### src/rtl/fts_map.vh
/*
  Constants for the trap-state and feature identification registers:
  register selector codes, field positions, reset values and fixed
  feature values. Definitions only; included by the design files.
*/
`ifndef FTS_MAP_VH
`define FTS_MAP_VH

// Register selector codes carried by the transfer's register field
`define FTS_SEL_TRAP      4'h8
`define FTS_SEL_FAULT     4'h9
`define FTS_SEL_PRIOR     4'ha
`define FTS_SEL_FEAT0     4'h7
`define FTS_SEL_FEAT1     4'h6

// Trap state register bit positions
`define FTS_BIT_PEND      31
`define FTS_BIT_ENABLE    30
`define FTS_BIT_SLOT2     28
`define FTS_LANE_HI       10
`define FTS_LANE_LO       8
`define FTS_BIT_INPUT     7
`define FTS_BIT_SMALL     3
`define FTS_BIT_LARGE     2
`define FTS_BIT_BADOP     0

// Writable bits of the trap state register; reserved bits stay zero
`define FTS_TRAP_WMASK    32'hd000078d

// Status/control bits this block observes
`define FTS_CTL_TINY0     24
`define FTS_CTL_CANON     25
`define FTS_CTL_RM_HI     23
`define FTS_CTL_RM_LO     22
`define FTS_CTL_LARGE_EN  10
`define FTS_CTL_BADOP_EN  8

// Reset values
`define FTS_TRAP_RST      32'h00000000
`define FTS_FAULT_RST     32'hee000a00
`define FTS_PRIOR_RST     32'h00000000
`define FTS_RDATA_RST     32'h00000000

// Register specifier fields retargeted in a vector trap
`define FTS_DST_HI        15
`define FTS_DST_LO        12
`define FTS_SRC_HI        19
`define FTS_SRC_LO        16

// Condition field forced into saved instructions
`define FTS_COND_HI       31
`define FTS_COND_LO       28
`define FTS_COND_ALWAYS   4'he

// Lane count code for zero remaining iterations
`define FTS_LANE_NONE     3'h7

// Feature register 0 low fields and support codes, register 1 value, nearest mode
`define FTS_FEAT0_LOW     28'h1111111
`define FTS_SUPPORT_NONE  4'h0
`define FTS_SUPPORT_REQ   4'h1
`define FTS_FEAT1_VAL     32'h00000000
`define FTS_RM_NEAREST    2'h0

`endif

### src/rtl/fts_op_rewrite.v
/*
  Rewrites a captured instruction word before it is stored in a saved
  slot: forces the always condition and, for short-vector operations,
  steers the destination and first source specifiers to the trapping iteration.
  Assumes the caller supplies the iteration offset already scaled by
  the vector stride. Purely combinational.
*/
`timescale 1ns/1ps
`include "fts_map.vh"

module fts_op_rewrite
(
  op_in,
  is_vector,
  iter_step,
  op_out
);
  input  wire [31:0] op_in;
  input  wire        is_vector;
  input  wire [3:0]  iter_step;
  output reg  [31:0] op_out;

  // Step a 4-bit specifier inside its bank of eight (wraps in bank)
  function [3:0] fts_step;
    input [3:0] spec;
    input [3:0] step;
    begin
      fts_step = {spec[3], spec[2:0] + step[2:0]};
    end
  endfunction

  ////////////////////////////////////////////////////////////////////
  // Destination in [15:12], sources in [19:16] (first) and [3:0]
  always @*
  begin
    op_out = op_in;
    op_out[`FTS_COND_HI:`FTS_COND_LO] = `FTS_COND_ALWAYS;
    if (is_vector)
    begin
      op_out[`FTS_DST_HI:`FTS_DST_LO] =
        fts_step(op_in[`FTS_DST_HI:`FTS_DST_LO], iter_step);
      op_out[`FTS_SRC_HI:`FTS_SRC_LO] =
        fts_step(op_in[`FTS_SRC_HI:`FTS_SRC_LO], iter_step);
    end
  end

endmodule

### src/rtl/fts_trap_regs.v
/*
  Trap-state, saved-instruction and feature identification registers
  of a floating-point coprocessor. Register transfers arrive from the
  host core on the same clock; detection signals come from the
  arithmetic pipelines on the same clock, so no synchronisers.
  Assumes the core issues at most one transfer per cycle and holds
  the mode word steady around a trap.
*/
// How it works
// - Exception entry sets trap pending until cleared
// - Bit 30 enables unit, reset clears it
// - Second slot valid flag set on capture with a prior word
// - Lane field loads remaining count, 111 zero
// - Input flag: subnormal without flush, NaN without canonical
// - Underflow flag needs flush mode off
// - Overflow flag needs trap enable, not fast
// - Invalid flag needs trap enable, not fast
// - Capture faulting and prior instruction words
// - Saved slots reachable only when privileged
// - Saved words get always condition
// - Faulting word's destination and first source name trapping iteration
// - Feature registers read-only, unprivileged reads gated by enable
// - Feature register 0 fields below support level read one
// - Support field zero only for easy modes
// - Feature register 1 reads all zero
// - Flush mode comes from control bit 24
// - Canonical NaN from control bit 25
// - Unprivileged forbidden access raises undefined
`timescale 1ns/1ps
`include "fts_map.vh"

module fts_trap_regs
(
  clk,
  nrst,
  xfer_valid,
  xfer_write,
  xfer_sel,
  xfer_wdata,
  xfer_priv,
  xfer_rdata,
  xfer_done,
  xfer_undef,
  ctl_word,
  fast_nonbouncing_mode,
  trap_event,
  trap_op,
  trap_has_prior,
  prior_op,
  trap_is_vector,
  iter_step,
  remaining_lane_count,
  op_subnormal,
  op_nan,
  may_underflow,
  may_overflow,
  may_be_invalid,
  unit_enabled,
  trap_pending_flag
);
  input  wire        clk;
  input  wire        nrst;
  input  wire        xfer_valid;
  input  wire        xfer_write;
  input  wire [3:0]  xfer_sel;
  input  wire [31:0] xfer_wdata;
  input  wire        xfer_priv;
  output wire [31:0] xfer_rdata;
  output wire        xfer_done;
  output wire        xfer_undef;
  input  wire [31:0] ctl_word;
  input  wire        fast_nonbouncing_mode;
  input  wire        trap_event;
  input  wire [31:0] trap_op;
  input  wire        trap_has_prior;
  input  wire [31:0] prior_op;
  input  wire        trap_is_vector;
  input  wire [3:0]  iter_step;
  input  wire [2:0]  remaining_lane_count;
  input  wire        op_subnormal;
  input  wire        op_nan;
  input  wire        may_underflow;
  input  wire        may_overflow;
  input  wire        may_be_invalid;
  output wire        unit_enabled;
  output wire        trap_pending_flag;

  reg  [31:0] trap_state_reg;
  reg  [31:0] trap_state_next;
  reg  [31:0] faulting_op_reg;
  reg  [31:0] faulting_op_next;
  reg  [31:0] prior_op_reg;
  reg  [31:0] prior_op_next;
  reg  [31:0] rdata_reg;
  reg         allowed;
  reg         known;
  wire [31:0] fault_fixed;
  wire [31:0] prior_fixed;
  wire [31:0] feature_id0_reg;
  wire [31:0] feature_id1_reg;
  wire        tiny_to_zero_mode;
  wire        canonical_nan_mode;
  wire        large_result_trap_on;
  wire        bad_op_trap_on;
  wire        round_nearest;
  wire        wr_ok;
  wire        input_trap_flag;
  wire        small_result_flag;
  wire        large_result_flag;
  wire        bad_operation_flag;
  wire [4:0]  pick;

  ////////////////////////////////////////////////////////////////////
  // Mode bits taken from the status/control word
  // Taken live: the core serialises control writes around traps
  // flush mode bit
  assign tiny_to_zero_mode    = ctl_word[`FTS_CTL_TINY0];
  assign canonical_nan_mode   = ctl_word[`FTS_CTL_CANON];
  assign large_result_trap_on = ctl_word[`FTS_CTL_LARGE_EN];
  assign bad_op_trap_on       = ctl_word[`FTS_CTL_BADOP_EN];
  assign round_nearest        =
    (ctl_word[`FTS_CTL_RM_HI:`FTS_CTL_RM_LO] == `FTS_RM_NEAREST);

  assign unit_enabled      = trap_state_reg[`FTS_BIT_ENABLE];
  assign trap_pending_flag = trap_state_reg[`FTS_BIT_PEND];
  assign xfer_rdata        = rdata_reg;

  ////////////////////////////////////////////////////////////////////
  // Cause conditions, qualified by the current modes
  // Fast mode promises no bounce, so it masks the enabled causes
  // input trap condition
  assign input_trap_flag = (op_subnormal & ~tiny_to_zero_mode) |
                           (op_nan & ~canonical_nan_mode);
  assign small_result_flag = may_underflow & ~tiny_to_zero_mode;
  assign large_result_flag = may_overflow & large_result_trap_on &
                             ~fast_nonbouncing_mode;
  assign bad_operation_flag = may_be_invalid & bad_op_trap_on &
                              ~fast_nonbouncing_mode;

  ////////////////////////////////////////////////////////////////////
  // Feature identification values are wiring; only the support level varies
  // Support level follows the live mode bits, not a snapshot
  // fields below the support level read one
  assign feature_id0_reg = {
    (tiny_to_zero_mode & canonical_nan_mode & round_nearest) ?
      `FTS_SUPPORT_NONE : `FTS_SUPPORT_REQ,
    `FTS_FEAT0_LOW};
  assign feature_id1_reg = `FTS_FEAT1_VAL;

  ////////////////////////////////////////////////////////////////////
  // Saved words are rewritten on the way in, not on read-back
  fts_op_rewrite u_fault_fix
  (
    .op_in     (trap_op),
    .is_vector (trap_is_vector),
    .iter_step (iter_step),
    .op_out    (fault_fixed)
  );

  fts_op_rewrite u_prior_fix
  (
    .op_in     (prior_op),
    .is_vector (1'h0),
    .iter_step (4'h0),
    .op_out    (prior_fixed)
  );

  ////////////////////////////////////////////////////////////////////
  // Selector to one-hot register pick; zero for selectors not here
  function [4:0] fts_pick;
    input [3:0] sel;
    begin
      case (sel)
        `FTS_SEL_TRAP:  fts_pick = 5'h01;
        `FTS_SEL_FAULT: fts_pick = 5'h02;
        `FTS_SEL_PRIOR: fts_pick = 5'h04;
        `FTS_SEL_FEAT0: fts_pick = 5'h08;
        `FTS_SEL_FEAT1: fts_pick = 5'h10;
        default:        fts_pick = 5'h00;
      endcase
    end
  endfunction

  assign pick = fts_pick(xfer_sel);

  // Access check per selector. Unknown selectors are refused too, so
  // a stray transfer can never complete silently.
  always @*
  begin
    allowed = 1'h0;
    known   = |pick;
    if (|pick[2:0])
      allowed = xfer_priv;
    if (|pick[4:3])
      allowed = (xfer_priv | unit_enabled) & ~xfer_write;
  end

  assign xfer_undef = xfer_valid & ~(allowed & known);
  assign xfer_done  = xfer_valid & allowed & known;
  assign wr_ok      = xfer_done & xfer_write;

  ////////////////////////////////////////////////////////////////////
  // Next state. Software write lands first, then hardware capture, so
  // a trap in the same cycle as a clear still leaves its flags set.
  always @*
  begin
    trap_state_next  = trap_state_reg;
    faulting_op_next = faulting_op_reg;
    prior_op_next    = prior_op_reg;
    if (wr_ok)
    begin
      case (xfer_sel)
        `FTS_SEL_TRAP:
          trap_state_next = xfer_wdata & `FTS_TRAP_WMASK;
        `FTS_SEL_FAULT:
          faulting_op_next = xfer_wdata;
        `FTS_SEL_PRIOR:
          prior_op_next = xfer_wdata;
        default:
          trap_state_next = trap_state_reg;
      endcase
    end
    if (trap_event)
    begin
      trap_state_next[`FTS_BIT_PEND] = 1'h1;
      // Scalar traps have no lanes left and report the zero code
      // remaining lane count
      trap_state_next[`FTS_LANE_HI:`FTS_LANE_LO] =
        trap_is_vector ? remaining_lane_count : `FTS_LANE_NONE;
      // Cause flags are sticky; only a software write or reset clears them
      trap_state_next[`FTS_BIT_INPUT] =
        trap_state_next[`FTS_BIT_INPUT] | input_trap_flag;
      trap_state_next[`FTS_BIT_SMALL] =
        trap_state_next[`FTS_BIT_SMALL] | small_result_flag;
      trap_state_next[`FTS_BIT_LARGE] =
        trap_state_next[`FTS_BIT_LARGE] | large_result_flag;
      trap_state_next[`FTS_BIT_BADOP] =
        trap_state_next[`FTS_BIT_BADOP] | bad_operation_flag;
      faulting_op_next = fault_fixed;
      if (trap_has_prior)
      begin
        trap_state_next[`FTS_BIT_SLOT2] = 1'h1;
        prior_op_next = prior_fixed;
      end
    end
  end

  ////////////////////////////////////////////////////////////////////
  // State registers
  // Prior slot resets to zero so an unused slot reads a known value
  always @(posedge clk or negedge nrst)
  begin
    if (!nrst)
    begin
      trap_state_reg  <= `FTS_TRAP_RST;
      faulting_op_reg <= `FTS_FAULT_RST;
      prior_op_reg    <= `FTS_PRIOR_RST;
    end
    else
    begin
      trap_state_reg  <= trap_state_next;
      faulting_op_reg <= faulting_op_next;
      prior_op_reg    <= prior_op_next;
    end
  end

  ////////////////////////////////////////////////////////////////////
  // Read data registered; holds last value when no read completes
  always @(posedge clk or negedge nrst)
  begin
    if (!nrst)
      rdata_reg <= `FTS_RDATA_RST;
    else if (xfer_done & ~xfer_write)
    begin
      // Default is unreachable: unknown selectors never complete
      case (xfer_sel)
        `FTS_SEL_TRAP:  rdata_reg <= trap_state_reg;
        `FTS_SEL_FAULT: rdata_reg <= faulting_op_reg;
        `FTS_SEL_PRIOR: rdata_reg <= prior_op_reg;
        `FTS_SEL_FEAT0: rdata_reg <= feature_id0_reg;
        `FTS_SEL_FEAT1: rdata_reg <= feature_id1_reg;
        default:        rdata_reg <= `FTS_RDATA_RST;
      endcase
    end
  end

endmodule

### config.mk
export PLATFORM = sky130hd
export DESIGN_NAME = fts_trap_regs
export DESIGN_NICKNAME = d
export VERILOG_FILES = /design/src/rtl/fts_op_rewrite.v /design/src/rtl/fts_trap_regs.v
export VERILOG_INCLUDE_DIRS = /design/src /design/src/rtl
export SDC_FILE = /design/constraint.sdc
export NUM_CORES = 1
export LEC_CHECK = 0
export BUFFER_PORTS_ARGS = -buffer_cell sky130_fd_sc_hd__buf_4
export CAP_MARGIN = 30
export CORE_MARGIN = 8
export CORE_UTILIZATION = 40
export CTS_BUF_LIST = sky130_fd_sc_hd__clkbuf_2 sky130_fd_sc_hd__clkbuf_4 sky130_fd_sc_hd__clkbuf_8
export DETAILED_ROUTE_END_ITERATION = 10
export GPL_TIMING_DRIVEN = 0
export PLACE_DENSITY = 0.65
export SETUP_SLACK_MARGIN = 0.5
export SLEW_MARGIN = 20
export SYNTH_ARGS = -nofsm -noshare
export SYNTH_HDL_FRONTEND = slang
export SYNTH_HIERARCHICAL = 1
export SYNTH_SLANG_ARGS = --single-unit
### constraint.sdc
create_clock -name clk -period 1.7 [get_ports clk]
set_input_delay 0.085 -clock clk [delete_from_list [all_inputs] [get_ports clk]]
set_output_delay 0.085 -clock clk [all_outputs]
set_load 0.01 [all_outputs]
After elaboration in Yosys (flattened, before gate mapping). Cells that the tools add are included.

Register bits: 106. Bits of input ports: 153. Output and inout bits: 36. Word-level logic and storage cells: 72.

$add $sub $neg: 2. Equality and inequality tests: 5. Muxes and demuxes: 22. Bitwise logic cells: 27. Reduce and logical (&&, ||, !) cells: 10.

Operator list (count): $mux W32 (9); $pmux W32 S4 (1); $pmux W5 S5 (1); $and A1 B1 Y1 (16); $eq A4 B4 Y1 const B (3); $eq A4 B3 Y1 const B (2); $mux W1 (7); $mux W7 (1); $add A3 B3 Y3 (2); $or A1 B1 Y1 (6); $reduce_and A2 Y1 (3); $reduce_bool A2 Y1 (3); $not A1 Y1 (5); $reduce_or A5 Y1 (1); $mux W4 (1); $mux W3 (1); $reduce_or A3 Y1 (1); $logic_not A2 Y1 (1); $mux W2 (1); $reduce_or A2 Y1 (1).

Logic depth before layout (Yosys ltp).
Depth after elaboration: 11. Depth in mapped cells: 8.

Cells and area by module. Netlist, hierarchy kept.

By module, submodules not included: fts_trap_regs (times used 1, cells an instance 500, area each 5250.0 sq um, seq. area each 2662.6 sq um); fts_op_rewrite (times used 2, cells an instance 46, area each 376.6 sq um, seq. area each 0.0 sq um).

Worst setup path before layout. OpenSTA, ideal clock, no wires.

Path type: reg2reg. Start point: register trap_state_reg[30]. End point: register rdata_reg[10] (netlist: xfer_rdata[10]). Data arrival time: 1.329 ns. Required time: 1.575 ns. Slack: 0.247 ns. Stages on the path, launching flop included: 5. Buffers on the path: 1. Period minus slack after synthesis: 1.453 ns. Path through: dfrtp_1 a31o_2 nand3_2 buf_2 mux2_2.

Word-level cells in the longest chain between the ends: 6.

RTL lines: from (decl) (RTL line fts_trap_regs.v:88) `reg [31:0] trap_state_reg;`; from (signal assigned) (RTL line fts_trap_regs.v:255) `` trap_state_reg <= `FTS_TRAP_RST; ``; from (signal assigned) (RTL line fts_trap_regs.v:261) `trap_state_reg <= trap_state_next;`; $or A1 B1 Y1 (RTL line fts_trap_regs.v:195) `allowed = (xfer_priv | unit_enabled) & ~xfer_write;`; $and A1 B1 Y1 (RTL line fts_trap_regs.v:195); $mux W1 (RTL line fts_trap_regs.v:194) `if (|pick[4:3])`; $and A1 B1 Y1 (2 in series) (RTL line fts_trap_regs.v:199) `assign xfer_done = xfer_valid & allowed & known;`; $and A1 B1 Y1 (RTL line fts_trap_regs.v:273) `else if (xfer_done & ~xfer_write)`; to (signal assigned) (RTL line fts_trap_regs.v:272) `` rdata_reg <= `FTS_RDATA_RST; ``; to (signal assigned) (RTL line fts_trap_regs.v:277) `` `FTS_SEL_TRAP: rdata_reg <= trap_state_reg; ``; to (signal assigned) (RTL line fts_trap_regs.v:278) `` `FTS_SEL_FAULT: rdata_reg <= faulting_op_reg; ``; to (decl) (RTL line fts_trap_regs.v:94) `reg [31:0] rdata_reg;`.

Every way passes these cells. A chain may end at the register's enable or synchronous reset.

Worst setup path in the final report.
Start point: register trap_state_reg[30]. End point: register rdata_reg[20] (netlist: xfer_rdata[20]).

Same word-level chain as after synthesis.

==> results.ini <==
[synth]
synth.avg_cell_area_sq_um=10.1
synth.mux.area_fraction_pct=14.2
ys_seq_elements=106
synth_edf_count=0
synthFlopType=dfrtp_1
synth_top_area_cell=dfrtp_1
ys.warnings.count=6
synth_xor_area_share_pct=1.17
synth_top_cell_area_share_pct=40.9
yosysSeqAreaShare_pct=44.4
synth_simple_gate_area_share_pct=10.7
postSynthCellCount=592
syn_area_sq_um=6000
synth-compound-area-share_pct=15.6
yosys.cell_types.count=46
synthAdderAreaFrac_pct=2.17
synth_top_family_by_area=compound AO/OA/AOI/OAI gates
synth_top_cells_by_area=dfrtp_1 41%, mux2i_1 11%, buf_4 6.9%
synth-async-reset-ratio_pct=100

[hold_path]
hold_end=trap_state_reg[10]$_DFFE_PN0P_
hold_path.class=primary input to flop
whs_path_depth=3
hp-start=remaining_lane_count[2]

[routing]
vias=5412
drtAntennaViolNets=0
first_pass_iters=5
first_iter_violations=431
wire_per_inst_um=20.7
drc=0
vias_per_cell=5.35
drt_wl_total_um=21000

[sta]
setup_viol=0
hold_viol=0
tns_ns=0
post-route-period-util_pct=86.4
drv_slew=0
grt_setup_unrepaired=true
fmax_ghz=0.681
maxSlewHeadroom_pct=60.2
hold_slack_ns=0.0152
tightest_slew_ns=0.596
min_period_ns=1.47
skew_ns=0.0123

[critical_path]
cp.required_ns=1.97
r2r-start=trap_state_reg[30]$_DFFE_PN0P_
r2r_setup_slack_ns=0.23
critPathKind=flop to flop
rr_worst_depth=5
worstSetupEndpointType=flop
rr_endpoint=xfer_rdata[20]$_DFFE_PN0P_
worstPathArrival_ns=1.74
crit_fanout=5
start_kind=flop

[job]
cap_violations=0

[floorplanning]
die_w_um=139
placementRows=44
die_h_um=139
core_sq_um=14600
design.die.area_sq_um=19200
ios=189
start_util_pct=41.1

[cells_and_area]
n_fill_cell=1192
area_growth_pct=48.5
multi_input_area_sq_um=3060
antenna_cells=0
nets=984
layout.area.seq_sq_um=2660
instances_no_fill=1012
layout-drive-gt1-share_pct=37.7
fin_util_pct=61.1

[power_and_ir_drop]
p_leak_nw=3.94
vdd_ir_drop_max_uv=318
power.density_nw_per_um2=650

[placement]
dp_hpwl_um=14200
portBuffers=108
post-place-cells=894
gp_routability_congestion=0.839

[global_route]
use_met2_pct=35.0
antenna_found_initial=0
grt_pass1_vias=5858
grt-busiest-layer=met2
gr-total-overflow=0
grtUsageMet1_pct=26.8
grt_max_degree=107
grtUsageTotal_pct=21.3
grt_first_pass_wirelength_um=32500
met3_usage_pct=5.34

[cts]
htree_levels=3
cts_tree=done
clock-root-buffer=clkbuf_8
clk_path_buf_depth=2
cts_sinks=106
clkLatencyLatePin_ns=0.39
cts_buffers=9
clkSlewWorstSetupHoldPaths_ns=0.10

[run_status]
status=finished clean

==> worst max path at each step <==
stage                              startpoint                    endpoint  slack (ns)  depth (start not counted)
3_3_place_gp                      xfer_sel[1]  xfer_rdata[24]$_DFFE_PN0P_       -0.18                          7
4_1_cts        trap_state_reg[30]$_DFFE_PN0P_                   xfer_done        0.25                          3
5_1_grt        trap_state_reg[30]$_DFFE_PN0P_  xfer_rdata[12]$_DFFE_PN0P_        0.21                          5
3_5_place_dp                      xfer_sel[1]  xfer_rdata[24]$_DFFE_PN0P_       -0.22                          7
6_report       trap_state_reg[30]$_DFFE_PN0P_  xfer_rdata[20]$_DFFE_PN0P_        0.23                          5
2_1_floorplan  trap_state_reg[30]$_DFFE_PN0P_  xfer_rdata[10]$_DFFE_PN0P_        0.34                          4
==> cell type report <==
| type | count | share of cell area, % |
|---|---|---|
| clock buffers | 11 | 1.63 |
| clock inverters | 5 | 0.337 |
| inverters | 21 | 0.884 |
| plain buffers | 95 | 8.70 |
| well taps | 184 | 2.58 |
| flip-flops and latches | 106 | 29.9 |
| repair buffers | 210 | 21.7 |
| multi-input cells | 380 | 34.3 |
==> power by group <==
group          internal, mW  total, mW  switching (mW)
clock network         0.583       1.48           0.898
registers              2.77       2.92           0.150
logic                 0.768       1.40           0.629
total                  4.12       5.80            1.68
==> cells in the final DEF (no fill, tap or decap), types with 3 or more instances in the layout <==
cell             n
a21oi_1         39
a221o_1         11
a221oi_2         5
a22oi_1         22
buf_12           8
buf_16           4
buf_4          170
buf_6           10
buf_8            5
clkbuf_1         9
clkbuf_2        12
clkbuf_4         3
clkbuf_8        10
clkinv_2         3
conb_1          15
dfrtp_1         97
dfstp_2          8
dlygate4sd3_1   81
fa_1             3
ha_1             4
inv_1           21
mux2_2           7
mux2_4          12
mux2i_1         62
nand2_1         35
nand3b_1         3
nor2_1          41
nor2b_1          4
nor3_1           7
nor3b_1         11
o21ai_0         25
o21ai_1          3
o2bb2ai_2       18
or2_2            7
xnor2_1          6
==> metrics by stage <==
step	total power [mW]	setup WS (ns)	cell area, sq um
after floorplan	3.61	0.338	6330
after global placement	4.07	-0.181	7370
after detailed placement	4.11	-0.223	7370
after CTS	5.78	0.249	8690
after global routing	6.07	0.209	8920
final	5.80	0.232	8920
==> Yosys cell counts, drive strengths merged, types with 4 or more instances <==
library cell,count
clkbuf,24
dfstp,8
dfrtp,98
conb,5
ha,4
buf,71
a221oi,5
nor2,41
o21ai,28
or2,7
a21oi,40
a221o,11
a22oi,22
inv,21
xnor2,6
mux2,19
nand2,35
nor3b,11
nor3,9
nor2b,6
fa,4
o2bb2ai,20
mux2i,64
==> cell families after synthesis <==
family,after synthesis
AO/OA/AOI/OAI,140
XOR/XNOR,8
adder cells (fa/ha/maj),8
buffers and inverters,116
flip-flops,106
multiplexers,83
other,5
AND/OR/NAND/NOR,126
==> worst max-delay path, cell delays in order (launching register included) <==
cell and delay, ns:
dfrtp_2 0.45, a31o_4 0.26, nand3_4 0.11, buf_12 0.13, buf_12 0.12, mux2_4 0.29
==> metal layers <==
| metal | share of wire (%) | wire [um] |
|---|---|---|
| met3 | 5.9 | 1240 |
| met1 | 43 | 8940 |
| met5 | 0 | 0 |
| met2 | 49 | 10400 |
| met4 | 2.1 | 443 |
==> what timing repair did <==
item	4_1_cts	5_1_grt
buffers inserted	8	6
cloned	4	2
setup endpoints to repair	94	101
pin swaps	2	2
gates resized for setup	41	26
hold endpoints to repair	164	0
hold buffers	81	0
(Power assumes the default switching activity.)
